**config.mk**
```make
export PLATFORM = sky130hd
export DESIGN_NAME = ptc_transport_cfg
export DESIGN_NICKNAME = d
export VERILOG_FILES = /design/src/ptc_pkg.sv /design/src/ptc_transport_cfg.sv
export SDC_FILE = /design/constraint.sdc
export NUM_CORES = 2
export LEC_CHECK = 0
export BUFFER_PORTS_ARGS = -buffer_cell sky130_fd_sc_hd__buf_2
export CAP_MARGIN = 20
export CORE_UTILIZATION = 25
export CTS_CLUSTER_DIAMETER = 40
export DETAILED_ROUTE_END_ITERATION = 16
export PLACE_DENSITY = 0.42
export SETUP_SLACK_MARGIN = 0.1
export SLEW_MARGIN = 40
export SYNTH_ARGS = -nofsm -noshare
export SYNTH_HDL_FRONTEND = slang
export SYNTH_SLANG_ARGS = --single-unit
```
**constraint.sdc**
```tcl
create_clock -name sys_clk -period 50.3 [get_ports sys_clk]
set_input_delay 7.545 -clock sys_clk [delete_from_list [all_inputs] [get_ports sys_clk]]
set_output_delay 7.545 -clock sys_clk [all_outputs]
set_load 0.05 [all_outputs]
```
**src/ptc_pkg.sv**
```systemverilog
// Purpose: Shared constants and carriers for the PCI transport configuration block
// Assumes: Config-space and BAR accesses arrive as one dword request per cycle
// Notes:   Capability chain sits at a fixed base in configuration space
package ptc_pkg;

  // Queue count and its index width
  localparam int PTC_NQ = 4;
  localparam int PTC_QW = 2;

  // Capability chain
  localparam logic [7:0]  PTC_CAP_ID        = 8'h09;
  localparam logic [7:0]  PTC_CAP_BASE      = 8'h40;
  localparam logic [7:0]  PTC_CAP_STRIDE    = 8'h14;
  localparam int          PTC_CAP_COUNT     = 5;
  localparam int          PTC_CAP_DWORDS    = 5;
  localparam logic [7:0]  PTC_CAP_LEN_PLAIN = 8'h10;
  localparam logic [7:0]  PTC_CAP_LEN_EXTRA = 8'h14;
  localparam logic [7:0]  PTC_REGION_MAX    = 8'h05;
  localparam logic [7:0]  PTC_BAR_CFG_BASE  = 8'h10;

  // Structure type codes; anything outside 1..5 is reserved
  localparam logic [7:0] PTC_COMMON_STRUCT_TYPE     = 8'h01;
  localparam logic [7:0] PTC_NOTIFY_STRUCT_TYPE     = 8'h02;
  localparam logic [7:0] PTC_IRQ_STATUS_STRUCT_TYPE = 8'h03;
  localparam logic [7:0] PTC_DEVICE_STRUCT_TYPE     = 8'h04;
  localparam logic [7:0] PTC_CFG_ACCESS_STRUCT_TYPE = 8'h05;

  // Structure placement, in order of preference
  localparam logic [31:0] PTC_NOTIFY_MULT = 32'h0000_0004;
  localparam logic [31:0] PTC_NOTIFY_LEN  = 32'(PTC_NQ) * PTC_NOTIFY_MULT + 32'h0000_0002;
  localparam logic [7:0]  PTC_CAP_REGION [PTC_CAP_COUNT] = '{8'h00, 8'h00, 8'h00, 8'h00, 8'h00};
  localparam logic [31:0] PTC_CAP_START  [PTC_CAP_COUNT] =
    '{32'h0000_0000, 32'h0000_1000, 32'h0000_2000, 32'h0000_3000, 32'h0000_0000};
  localparam logic [31:0] PTC_CAP_LENGTH [PTC_CAP_COUNT] =
    '{32'h0000_0038, PTC_NOTIFY_LEN, 32'h0000_0001, 32'h0000_0100, 32'h0000_0000};

  // Common configuration word indices (byte offset / 4)
  localparam logic [3:0] PTC_W_OFFER_WIN  = 4'h0;
  localparam logic [3:0] PTC_W_OFFER_BITS = 4'h1;
  localparam logic [3:0] PTC_W_ACC_WIN    = 4'h2;
  localparam logic [3:0] PTC_W_ACC_BITS   = 4'h3;
  localparam logic [3:0] PTC_W_VEC_NQ     = 4'h4;
  localparam logic [3:0] PTC_W_STATUS     = 4'h5;
  localparam logic [3:0] PTC_W_SIZE_VEC   = 4'h6;
  localparam logic [3:0] PTC_W_RUN_DB     = 4'h7;
  localparam logic [3:0] PTC_W_DESC_LO    = 4'h8;
  localparam logic [3:0] PTC_W_DEV_HI     = 4'hD;

  // Values after reset
  localparam logic [15:0] PTC_NO_VECTOR = 16'hFFFF;

  // Access request carrier
  typedef struct packed {
    logic        we;
    logic [11:0] addr;
    logic [3:0]  be;
    logic [31:0] wdata;
  } ptc_req_type;

  typedef struct packed {
    logic [15:0] size;
    logic [15:0] vec;
    logic        run;
    logic [63:0] desc;
    logic [63:0] drv;
    logic [63:0] dev;
  } ptc_queue_type;

  typedef struct packed {
    ptc_queue_type [PTC_NQ-1:0] q;
    logic [31:0] offer_win;
    logic [31:0] acc_win;
    logic [63:0] acc_bits;
    logic [15:0] cfg_vec;
    logic [7:0]  status;
    logic [7:0]  gen;
    logic        chg_pend;
    logic [15:0] qsel;
    logic [31:0] cfg_rdata;
    logic [31:0] bar_rdata;
    logic        cfg_ack;
    logic        bar_ack;
  } ptc_state_type;

endpackage

```
**src/ptc_transport_cfg.sv**
```systemverilog
// Purpose: Capability chain and common configuration registers of a paravirtual PCI function
// Assumes: One dword request per cycle on each port; answers one cycle later
// Notes:   Only the common configuration structure is decoded on the BAR port
// Rules for this block and for the driver that uses it
// 64-bit fields split into independent halves
// Vendor capabilities locate structures, little-endian, read-only
// Capability starts with 0x09 and next pointer
// Byte count covers header plus extra fields
// Structure type codes one to five
// Several per type, listed most preferred first
// Region index zero to five selects BAR
// Capability gives structure start and length
// Driver skips reserved type or region
// Driver tolerates oversized counts and lengths
// Driver never writes locating capabilities
// Offered features shown through 32-bit window
// Accepted features written through own window
// Config-change and per-queue vectors writable
// Maximum queue count read-only
// Writing zero to status resets device
// Generation changes on noticeable config change
// Per-queue fields follow queue pointer
// Ring size shows maximum, zero means absent
// Run flag gates queue processing
// Read-only doorbell index per queue
// Three 64-bit ring addresses held
// Status reads zero once reset completes
// All run flags zero after reset
`timescale 1ns/1ps

module ptc_transport_cfg #(
  parameter logic [63:0] OFFERED_FEATURES = 64'h0000_0001_0000_0000,
  parameter logic [15:0] RING_MAX         = 16'h0100,
  parameter logic [7:0]  LAST_NEXT_LINK   = 8'h00
) (
  // Clock and reset
  input  wire logic                      sys_clk,
  input  wire logic                      rst,
  // Configuration-space access
  input  wire logic                      cfg_req_valid,
  input  wire ptc_pkg::ptc_req_type      cfg_req,
  output logic [31:0]                    cfg_rdata,
  output logic                           cfg_ack,
  // Common configuration BAR access
  input  wire logic                      bar_req_valid,
  input  wire ptc_pkg::ptc_req_type      bar_req,
  output logic [31:0]                    bar_rdata,
  output logic                           bar_ack,
  // Device core side
  input  wire logic                      dev_cfg_changed,
  input  wire logic                      dev_cfg_read,
  output logic [ptc_pkg::PTC_NQ-1:0]     queue_run,
  output logic [7:0]                     lifecycle_status,
  output logic [7:0]                     config_change_counter,
  output logic [63:0]                    accepted_features
);
  import ptc_pkg::*;

  ptc_state_type st_r;
  ptc_state_type st_nxt;

  function automatic logic [31:0] merge32(input logic [31:0] old, input logic [31:0] wd,
                                          input logic [3:0] be);
    logic [31:0] r;
    r = old;
    for (int b = 0; b < 4; b++) begin
      if (be[b]) begin
        r[b*8 +: 8] = wd[b*8 +: 8];
      end
    end
    return r;
  endfunction

  function automatic logic [15:0] merge16(input logic [15:0] old, input logic [15:0] wd,
                                          input logic [1:0] be);
    return 16'(merge32({16'h0000, old}, {16'h0000, wd}, {2'b00, be}));
  endfunction

  // Capability chain contents; every field read-only (see) (see)
  function automatic logic [31:0] cap_word(input logic [7:0] addr);
    logic [31:0] w;
    logic [7:0]  base;
    logic [7:0]  nxt;
    logic [7:0]  len;
    logic [7:0]  typ;
    w = 32'h0000_0000;
    for (int i = 0; i < PTC_CAP_COUNT; i++) begin
      base = PTC_CAP_BASE + 8'(i) * PTC_CAP_STRIDE;
      nxt  = (i == PTC_CAP_COUNT - 1) ? LAST_NEXT_LINK : base + PTC_CAP_STRIDE;
      typ  = 8'(i + 1); // see
      // Notify and access capabilities carry one extra dword
      len  = (typ == PTC_NOTIFY_STRUCT_TYPE || typ == PTC_CFG_ACCESS_STRUCT_TYPE) ?
             PTC_CAP_LEN_EXTRA : PTC_CAP_LEN_PLAIN;
      for (int d = 0; d < PTC_CAP_DWORDS; d++) begin
        if (addr[7:2] == 6'((base >> 2) + 8'(d))) begin
          unique case (d)
            0: w = {typ, len, nxt, PTC_CAP_ID}; // see
            1: w = {24'h00_0000, PTC_CAP_REGION[i]};
            2: w = PTC_CAP_START[i];
            3: w = PTC_CAP_LENGTH[i];
            4: w = (typ == PTC_NOTIFY_STRUCT_TYPE) ? PTC_NOTIFY_MULT : 32'h0000_0000;
            default: w = 32'h0000_0000;
          endcase
        end
      end
    end
    return w;
  endfunction

  function automatic ptc_queue_type queue_default();
    ptc_queue_type q;
    q      = '0;
    q.size = RING_MAX;
    q.vec  = PTC_NO_VECTOR;
    q.run  = 1'b0;
    return q;
  endfunction

  logic             qv;
  logic [PTC_QW-1:0] qi;
  ptc_queue_type    qs;
  logic [3:0]       widx;

  always_comb begin
    qv     = st_r.qsel < 16'(PTC_NQ);
    qi     = st_r.qsel[PTC_QW-1:0];
    qs     = st_r.q[qi];
    widx   = bar_req.addr[5:2];
    st_nxt = st_r;
    st_nxt.cfg_ack = 1'b0;
    st_nxt.bar_ack = 1'b0;

    // Flag then bump keeps an 8-bit counter from aliasing on wrap; a new change wins
    if (dev_cfg_read && st_r.chg_pend) begin
      st_nxt.gen      = st_r.gen + 8'h01;
      st_nxt.chg_pend = 1'b0;
    end
    if (dev_cfg_changed) begin
      st_nxt.chg_pend = 1'b1;
    end

    // Configuration space: writes are dropped, unmapped reads give zero
    if (cfg_req_valid) begin
      st_nxt.cfg_ack   = 1'b1;
      st_nxt.cfg_rdata = cfg_req.we ? 32'h0000_0000 : cap_word(cfg_req.addr[7:0]);
    end

    if (bar_req_valid) begin
      st_nxt.bar_ack   = 1'b1;
      st_nxt.bar_rdata = 32'h0000_0000;
      if (bar_req.addr[11:6] != 6'h00) begin
        st_nxt.bar_rdata = 32'h0000_0000;
      end else if (!bar_req.we) begin
        unique case (widx)
          PTC_W_OFFER_WIN:  st_nxt.bar_rdata = st_r.offer_win;
          PTC_W_OFFER_BITS: begin
            // Windows beyond bit 63 show zero
            if (st_r.offer_win == 32'h0000_0000) begin
              st_nxt.bar_rdata = OFFERED_FEATURES[31:0];
            end else if (st_r.offer_win == 32'h0000_0001) begin
              st_nxt.bar_rdata = OFFERED_FEATURES[63:32];
            end
          end
          PTC_W_ACC_WIN:    st_nxt.bar_rdata = st_r.acc_win;
          PTC_W_ACC_BITS: begin
            if (st_r.acc_win == 32'h0000_0000) begin
              st_nxt.bar_rdata = st_r.acc_bits[31:0];
            end else if (st_r.acc_win == 32'h0000_0001) begin
              st_nxt.bar_rdata = st_r.acc_bits[63:32];
            end
          end
          PTC_W_VEC_NQ:     st_nxt.bar_rdata = {16'(PTC_NQ), st_r.cfg_vec};
          PTC_W_STATUS:     st_nxt.bar_rdata = {st_r.qsel, st_r.gen, st_r.status};
          PTC_W_SIZE_VEC: begin
            if (qv) begin
              st_nxt.bar_rdata = {qs.vec, qs.size}; // see
            end
          end
          PTC_W_RUN_DB: begin
            // Doorbell index is the queue number, in multiplier units
            if (qv) begin
              st_nxt.bar_rdata = {st_r.qsel, 15'h0000, qs.run}; // see
            end
          end
          4'h8:    st_nxt.bar_rdata = qv ? qs.desc[31:0]  : 32'h0000_0000;
          4'h9:    st_nxt.bar_rdata = qv ? qs.desc[63:32] : 32'h0000_0000;
          4'hA:    st_nxt.bar_rdata = qv ? qs.drv[31:0]   : 32'h0000_0000;
          4'hB:    st_nxt.bar_rdata = qv ? qs.drv[63:32]  : 32'h0000_0000;
          4'hC:    st_nxt.bar_rdata = qv ? qs.dev[31:0]   : 32'h0000_0000;
          4'hD:    st_nxt.bar_rdata = qv ? qs.dev[63:32]  : 32'h0000_0000;
          default: st_nxt.bar_rdata = 32'h0000_0000;
        endcase
      end else begin
        unique case (widx)
          PTC_W_OFFER_WIN: st_nxt.offer_win = merge32(st_r.offer_win, bar_req.wdata, bar_req.be);
          PTC_W_ACC_WIN:   st_nxt.acc_win = merge32(st_r.acc_win, bar_req.wdata, bar_req.be);
          PTC_W_ACC_BITS: begin
            // Bits never offered are dropped, so reads show only valid bits
            if (st_r.acc_win == 32'h0000_0000) begin
              st_nxt.acc_bits[31:0] = merge32(st_r.acc_bits[31:0], bar_req.wdata, bar_req.be)
                                      & OFFERED_FEATURES[31:0];
            end else if (st_r.acc_win == 32'h0000_0001) begin
              st_nxt.acc_bits[63:32] = merge32(st_r.acc_bits[63:32], bar_req.wdata, bar_req.be)
                                       & OFFERED_FEATURES[63:32];
            end
          end
          PTC_W_VEC_NQ: begin
            st_nxt.cfg_vec = merge16(st_r.cfg_vec, bar_req.wdata[15:0], bar_req.be[1:0]);
          end
          PTC_W_STATUS: begin
            if (bar_req.be[0]) begin
              st_nxt.status = bar_req.wdata[7:0];
              if (bar_req.wdata[7:0] == 8'h00) begin
                // Reset completes in this cycle, so the next read already sees zero
                for (int i = 0; i < PTC_NQ; i++) begin
                  st_nxt.q[i] = queue_default(); // see
                end
                st_nxt.offer_win = 32'h0000_0000;
                st_nxt.acc_win   = 32'h0000_0000;
                st_nxt.acc_bits  = 64'h0000_0000_0000_0000;
                st_nxt.cfg_vec   = PTC_NO_VECTOR;
                st_nxt.qsel      = 16'h0000;
                st_nxt.status    = 8'h00;
              end
            end
            st_nxt.qsel = merge16(st_nxt.qsel, bar_req.wdata[31:16], bar_req.be[3:2]);
          end
          PTC_W_SIZE_VEC: begin
            if (qv) begin
              st_nxt.q[qi].size = merge16(qs.size, bar_req.wdata[15:0], bar_req.be[1:0]);
              st_nxt.q[qi].vec = merge16(qs.vec, bar_req.wdata[31:16], bar_req.be[3:2]);
            end
          end
          PTC_W_RUN_DB: begin
            if (qv && bar_req.be[0]) begin
              st_nxt.q[qi].run = bar_req.wdata[0];
            end
          end
          4'h8: if (qv) st_nxt.q[qi].desc[31:0] = merge32(qs.desc[31:0], bar_req.wdata, bar_req.be);
          4'h9: if (qv) st_nxt.q[qi].desc[63:32] = merge32(qs.desc[63:32], bar_req.wdata, bar_req.be);
          4'hA: if (qv) st_nxt.q[qi].drv[31:0] = merge32(qs.drv[31:0], bar_req.wdata, bar_req.be);
          4'hB: if (qv) st_nxt.q[qi].drv[63:32] = merge32(qs.drv[63:32], bar_req.wdata, bar_req.be);
          4'hC: if (qv) st_nxt.q[qi].dev[31:0] = merge32(qs.dev[31:0], bar_req.wdata, bar_req.be);
          4'hD: if (qv) st_nxt.q[qi].dev[63:32] = merge32(qs.dev[63:32], bar_req.wdata, bar_req.be);
          default: st_nxt.bar_rdata = 32'h0000_0000;
        endcase
      end
    end
  end

  always_ff @(posedge sys_clk or posedge rst) begin
    if (rst) begin
      st_r <= '0;
      for (int i = 0; i < PTC_NQ; i++) begin
        st_r.q[i].size <= RING_MAX;
        st_r.q[i].vec  <= PTC_NO_VECTOR;
      end
      st_r.cfg_vec <= PTC_NO_VECTOR;
    end else begin
      st_r <= st_nxt;
    end
  end

  // Core uses the run flags to stop fetching from disabled queues
  for (genvar g = 0; g < PTC_NQ; g++) begin : g_run
    assign queue_run[g] = st_r.q[g].run;
  end

  assign cfg_rdata             = st_r.cfg_rdata;
  assign cfg_ack               = st_r.cfg_ack;
  assign bar_rdata             = st_r.bar_rdata;
  assign bar_ack               = st_r.bar_ack;
  assign lifecycle_status      = st_r.status;
  assign config_change_counter = st_r.gen;
  assign accepted_features     = st_r.acc_bits;

  logic bar_rd;
  logic status_zero_wr;
  assign bar_rd         = bar_req_valid && !bar_req.we && bar_req.addr[11:6] == 6'h00;
  assign status_zero_wr = bar_req_valid && bar_req.we && bar_req.addr[11:2] == 10'h005
                          && bar_req.be[0] && bar_req.wdata[7:0] == 8'h00;
endmodule

```
==> results.ini <==
[floorplanning]
die-area_sq_um = 207000
core_sq_um = 203000
die_h_um = 455
fp-row-count = 165
start_util_pct = 25.3
die_w_um = 455
pin_count = 254

[sta]
clock_skew_ns = 0.0320
finalMaxSlewViolations = 0
relSlewSlack_pct = 40.0
hold_viol = 0
min_period_over_period_pct = 21.0
rsz0062_at_grt = no
worst_slack_ns = 39.72
setup_viol = 0
holdWs_ns = 0.497
timing.fmax_ghz = 0.0945
worst_pin_slew_ns = 0.892
final.min_clock_period_ns = 10.58
setup_tns_ns = 0

[pwr]
p_clk_share_pct = 54.2
powerDensity_nw_per_um2 = 37.3
worst_ir_drop_vdd_v = 0.0000358
sequentialPowerShare_pct = 39.5
leakagePower_nw = 26.3
internal_power_mw = 1.67
power.switching_mw = 0.569
power_frac_comb_pct = 6.3
switching_share_pct = 25.4

[yosys]
synth-edff-count = 0
postSynth.asyncResetShare_pct = 100
yosysWarnings = 0
synth_top_family_by_area = compound AO/OA/AOI/OAI gates
synth_top_flop_cell = dfrtp_1
synth_compound_area_share_pct = 21.8
yosys.cell_types.count = 69
syn-cell-area_sq_um = 51200
synth_xor_area_share_pct = 0.154
synth_seq_area_share_pct = 52.3
synth-simple-area-share_pct = 4.18
ys_ff_latch = 1065
synthCells = 4252
synthAdderAreaFrac_pct = 0.0244
syn_avg_cell_area_sq_um = 12.0
synthMuxAreaShare_pct = 12.8

[cells_and_area]
drive_gt1_share_pct = 23.2
synthToLayoutAreaGrowth_pct = 17.6
utilization_pct = 29.7
fin_nets = 4322
final_cell_mix = dfrtp_1 (979), a22o_1 (591), inv_1 (440)
antennaDiodeCount = 0
layout_commonest_cell = dfrtp_1
final_cells = 7028

[clock_tree]
clockBufferDepth = 3
cts_tree = yes
clk_pin_slew_ns = 0.05
cts_resized = 0
clock_sinks = 1065
clk_latency_ns = 0.80
htreeDepth = 4
cts_buffers = 163
ctsHoldBuffers = 0
cts_root_buffer = clkbuf_16
cts_setup_buffers = 0

[placement]
pre_cts_ws_ns = 38.56
place.gp.congestion = 0.805
io_buffer_count = 132
dp_cells = 6722
dp_hpwl_um = 118000

[hold_path]
holdPathEnd = st_r[108]
worstHoldStart = st_r[108]
min_path_cells = 2
hp-class = reg -> reg

[setup_path]
cp.arrival_ns = 11.49
r2r_start = qi[0]
crit_required_ns = 51.21
end_kind = asynchronous set/reset pin
reg2reg_depth = 6
r2r_end = bar_rdata[25]
criticalPathCategory = in -> async
startpoint = rst
r2r_slack_ns = 45.97
crit_fanout = 93
worstSetupStartpointType = primary input

[global_routing]
grt_start_max_net_pins = 145
grt_pass1_vias = 38005
grt_pass1_wl_um = 282000
antenna_found_initial = 6
grtUsageTotal_pct = 18.6
gr-total-overflow = 0

[detailed_routing]
dr.pass1.iters = 5
wirelength_um = 194000
antenna_left = 0
vias_per_cell = 5.36
routedWlPerCell_um = 27.6
vias = 37644
drc_errors = 0
drtIter0Drc = 3625

[status]
outcome = finished, final reports clean

[flow_run]
timing.max_cap.violations = 0

==> critical path: stages <==
cell and delay (ns):
buf_2 0.13, inv_8 0.44, buf_6 0.64, buf_4 0.51, buf_12 0.34, buf_16 0.41, buf_6 0.55, buf_4 0.44
buf_12 0.29
==> worst max-delay path by stage <==
stage,to,slack (ns)
CTS,st_r[1111],39.42
floorplan,accepted_features[32],12.92
global route,st_r[1039],39.17
detailed placement,st_r[886],38.56
global placement,st_r[520],37.68
finish,st_r[1111],39.72
==> final cells by class <==
type,count,area [sq um]
flip-flops and latches,1065,26800
inverters,441,1660
clock buffers,204,4540
multi-input cells,2295,20800
fillers,20598,143000
repair buffers,251,1740
well taps,2672,3340
clock inverters,100,1310
==> through the flow <==
stage,instance area (sq um),power [mW]
floorplan,51500,1.00
global placement,54100,1.04
detailed placement,54300,1.04
CTS,60100,2.27
global route,60200,2.32
finish,60200,2.24
==> state kept, by name, indices dropped and copies added (netlist names) <==
| name | flops |
|---|---|
| accepted_features | 1 |
| bar_ack | 1 |
| bar_rdata | 32 |
| cfg_ack | 1 |
| cfg_rdata | 17 |
| config_change_counter | 8 |
| lifecycle_status | 8 |
| qi | 2 |
| queue_run | 4 |
| st_r | 991 |
==> cell families (layout without fill, tap and decap cells) <==
| logic type | count (synthesis) | count (layout) |
|---|---|---|
| flip-flops | 1065 | 1065 |
| adder cells (fa/ha/maj) | 1 | 1 |
| XOR/XNOR | 9 | 9 |
| AO/OA/AOI/OAI | 1457 | 1457 |
| buffers and inverters | 968 | 996 |
| AND/OR/NAND/NOR | 386 | 386 |
| multiplexers | 365 | 365 |
| other | 1 | 77 |
==> power groups by stage <==
stage | registers, mW | logic (mW) | clock network, mW
6_report | 0.885 | 0.142 | 1.22
5_1_grt | 0.887 | 0.154 | 1.28
4_1_cts | 0.885 | 0.143 | 1.24
3_5_place_dp | 0.900 | 0.143 | 0
3_3_place_gp | 0.899 | 0.141 | 0
2_1_floorplan | 0.898 | 0.102 | 0
==> synthesized netlist by cell type, drive strengths merged (4+ instances only) <==
master,n,area share [%]
xnor2,4,0.068
and2,5,0.061
nand3,21,0.22
nand4,40,0.52
o22ai,273,3.4
dfstp,84,4.3
mux2i,66,1.3
nor4bb,5,0.098
nand2b,17,0.21
nor4b,8,0.20
nand2,104,0.76
and3,24,0.29
clkbuf,263,1.9
nor3,15,0.15
a22o,591,10
nor2b,40,0.49
o221ai,20,0.34
a221oi,9,0.43
xor2,5,0.086
a221o,99,1.9
inv,441,3.2
a31oi,17,0.21
nor4,21,0.36
dfrtp,981,48
nor2,67,0.53
buf,264,3.6
a22oi,159,2.3
o21ai,197,1.9
mux4,225,9.9
o21a,6,0.088
a21oi,64,0.63
mux2,74,1.6
==> routing by layer <==
metal	part of all wire [%]	vias up	track usage, %
met5	0	-	0
met2	46	1334	28.3
li1	-	15878	-
met3	5.7	275	3.32
met1	45	20157	26.5
met4	3.2	0	6.13
Note: power is estimated with default switching activity, not from simulation.
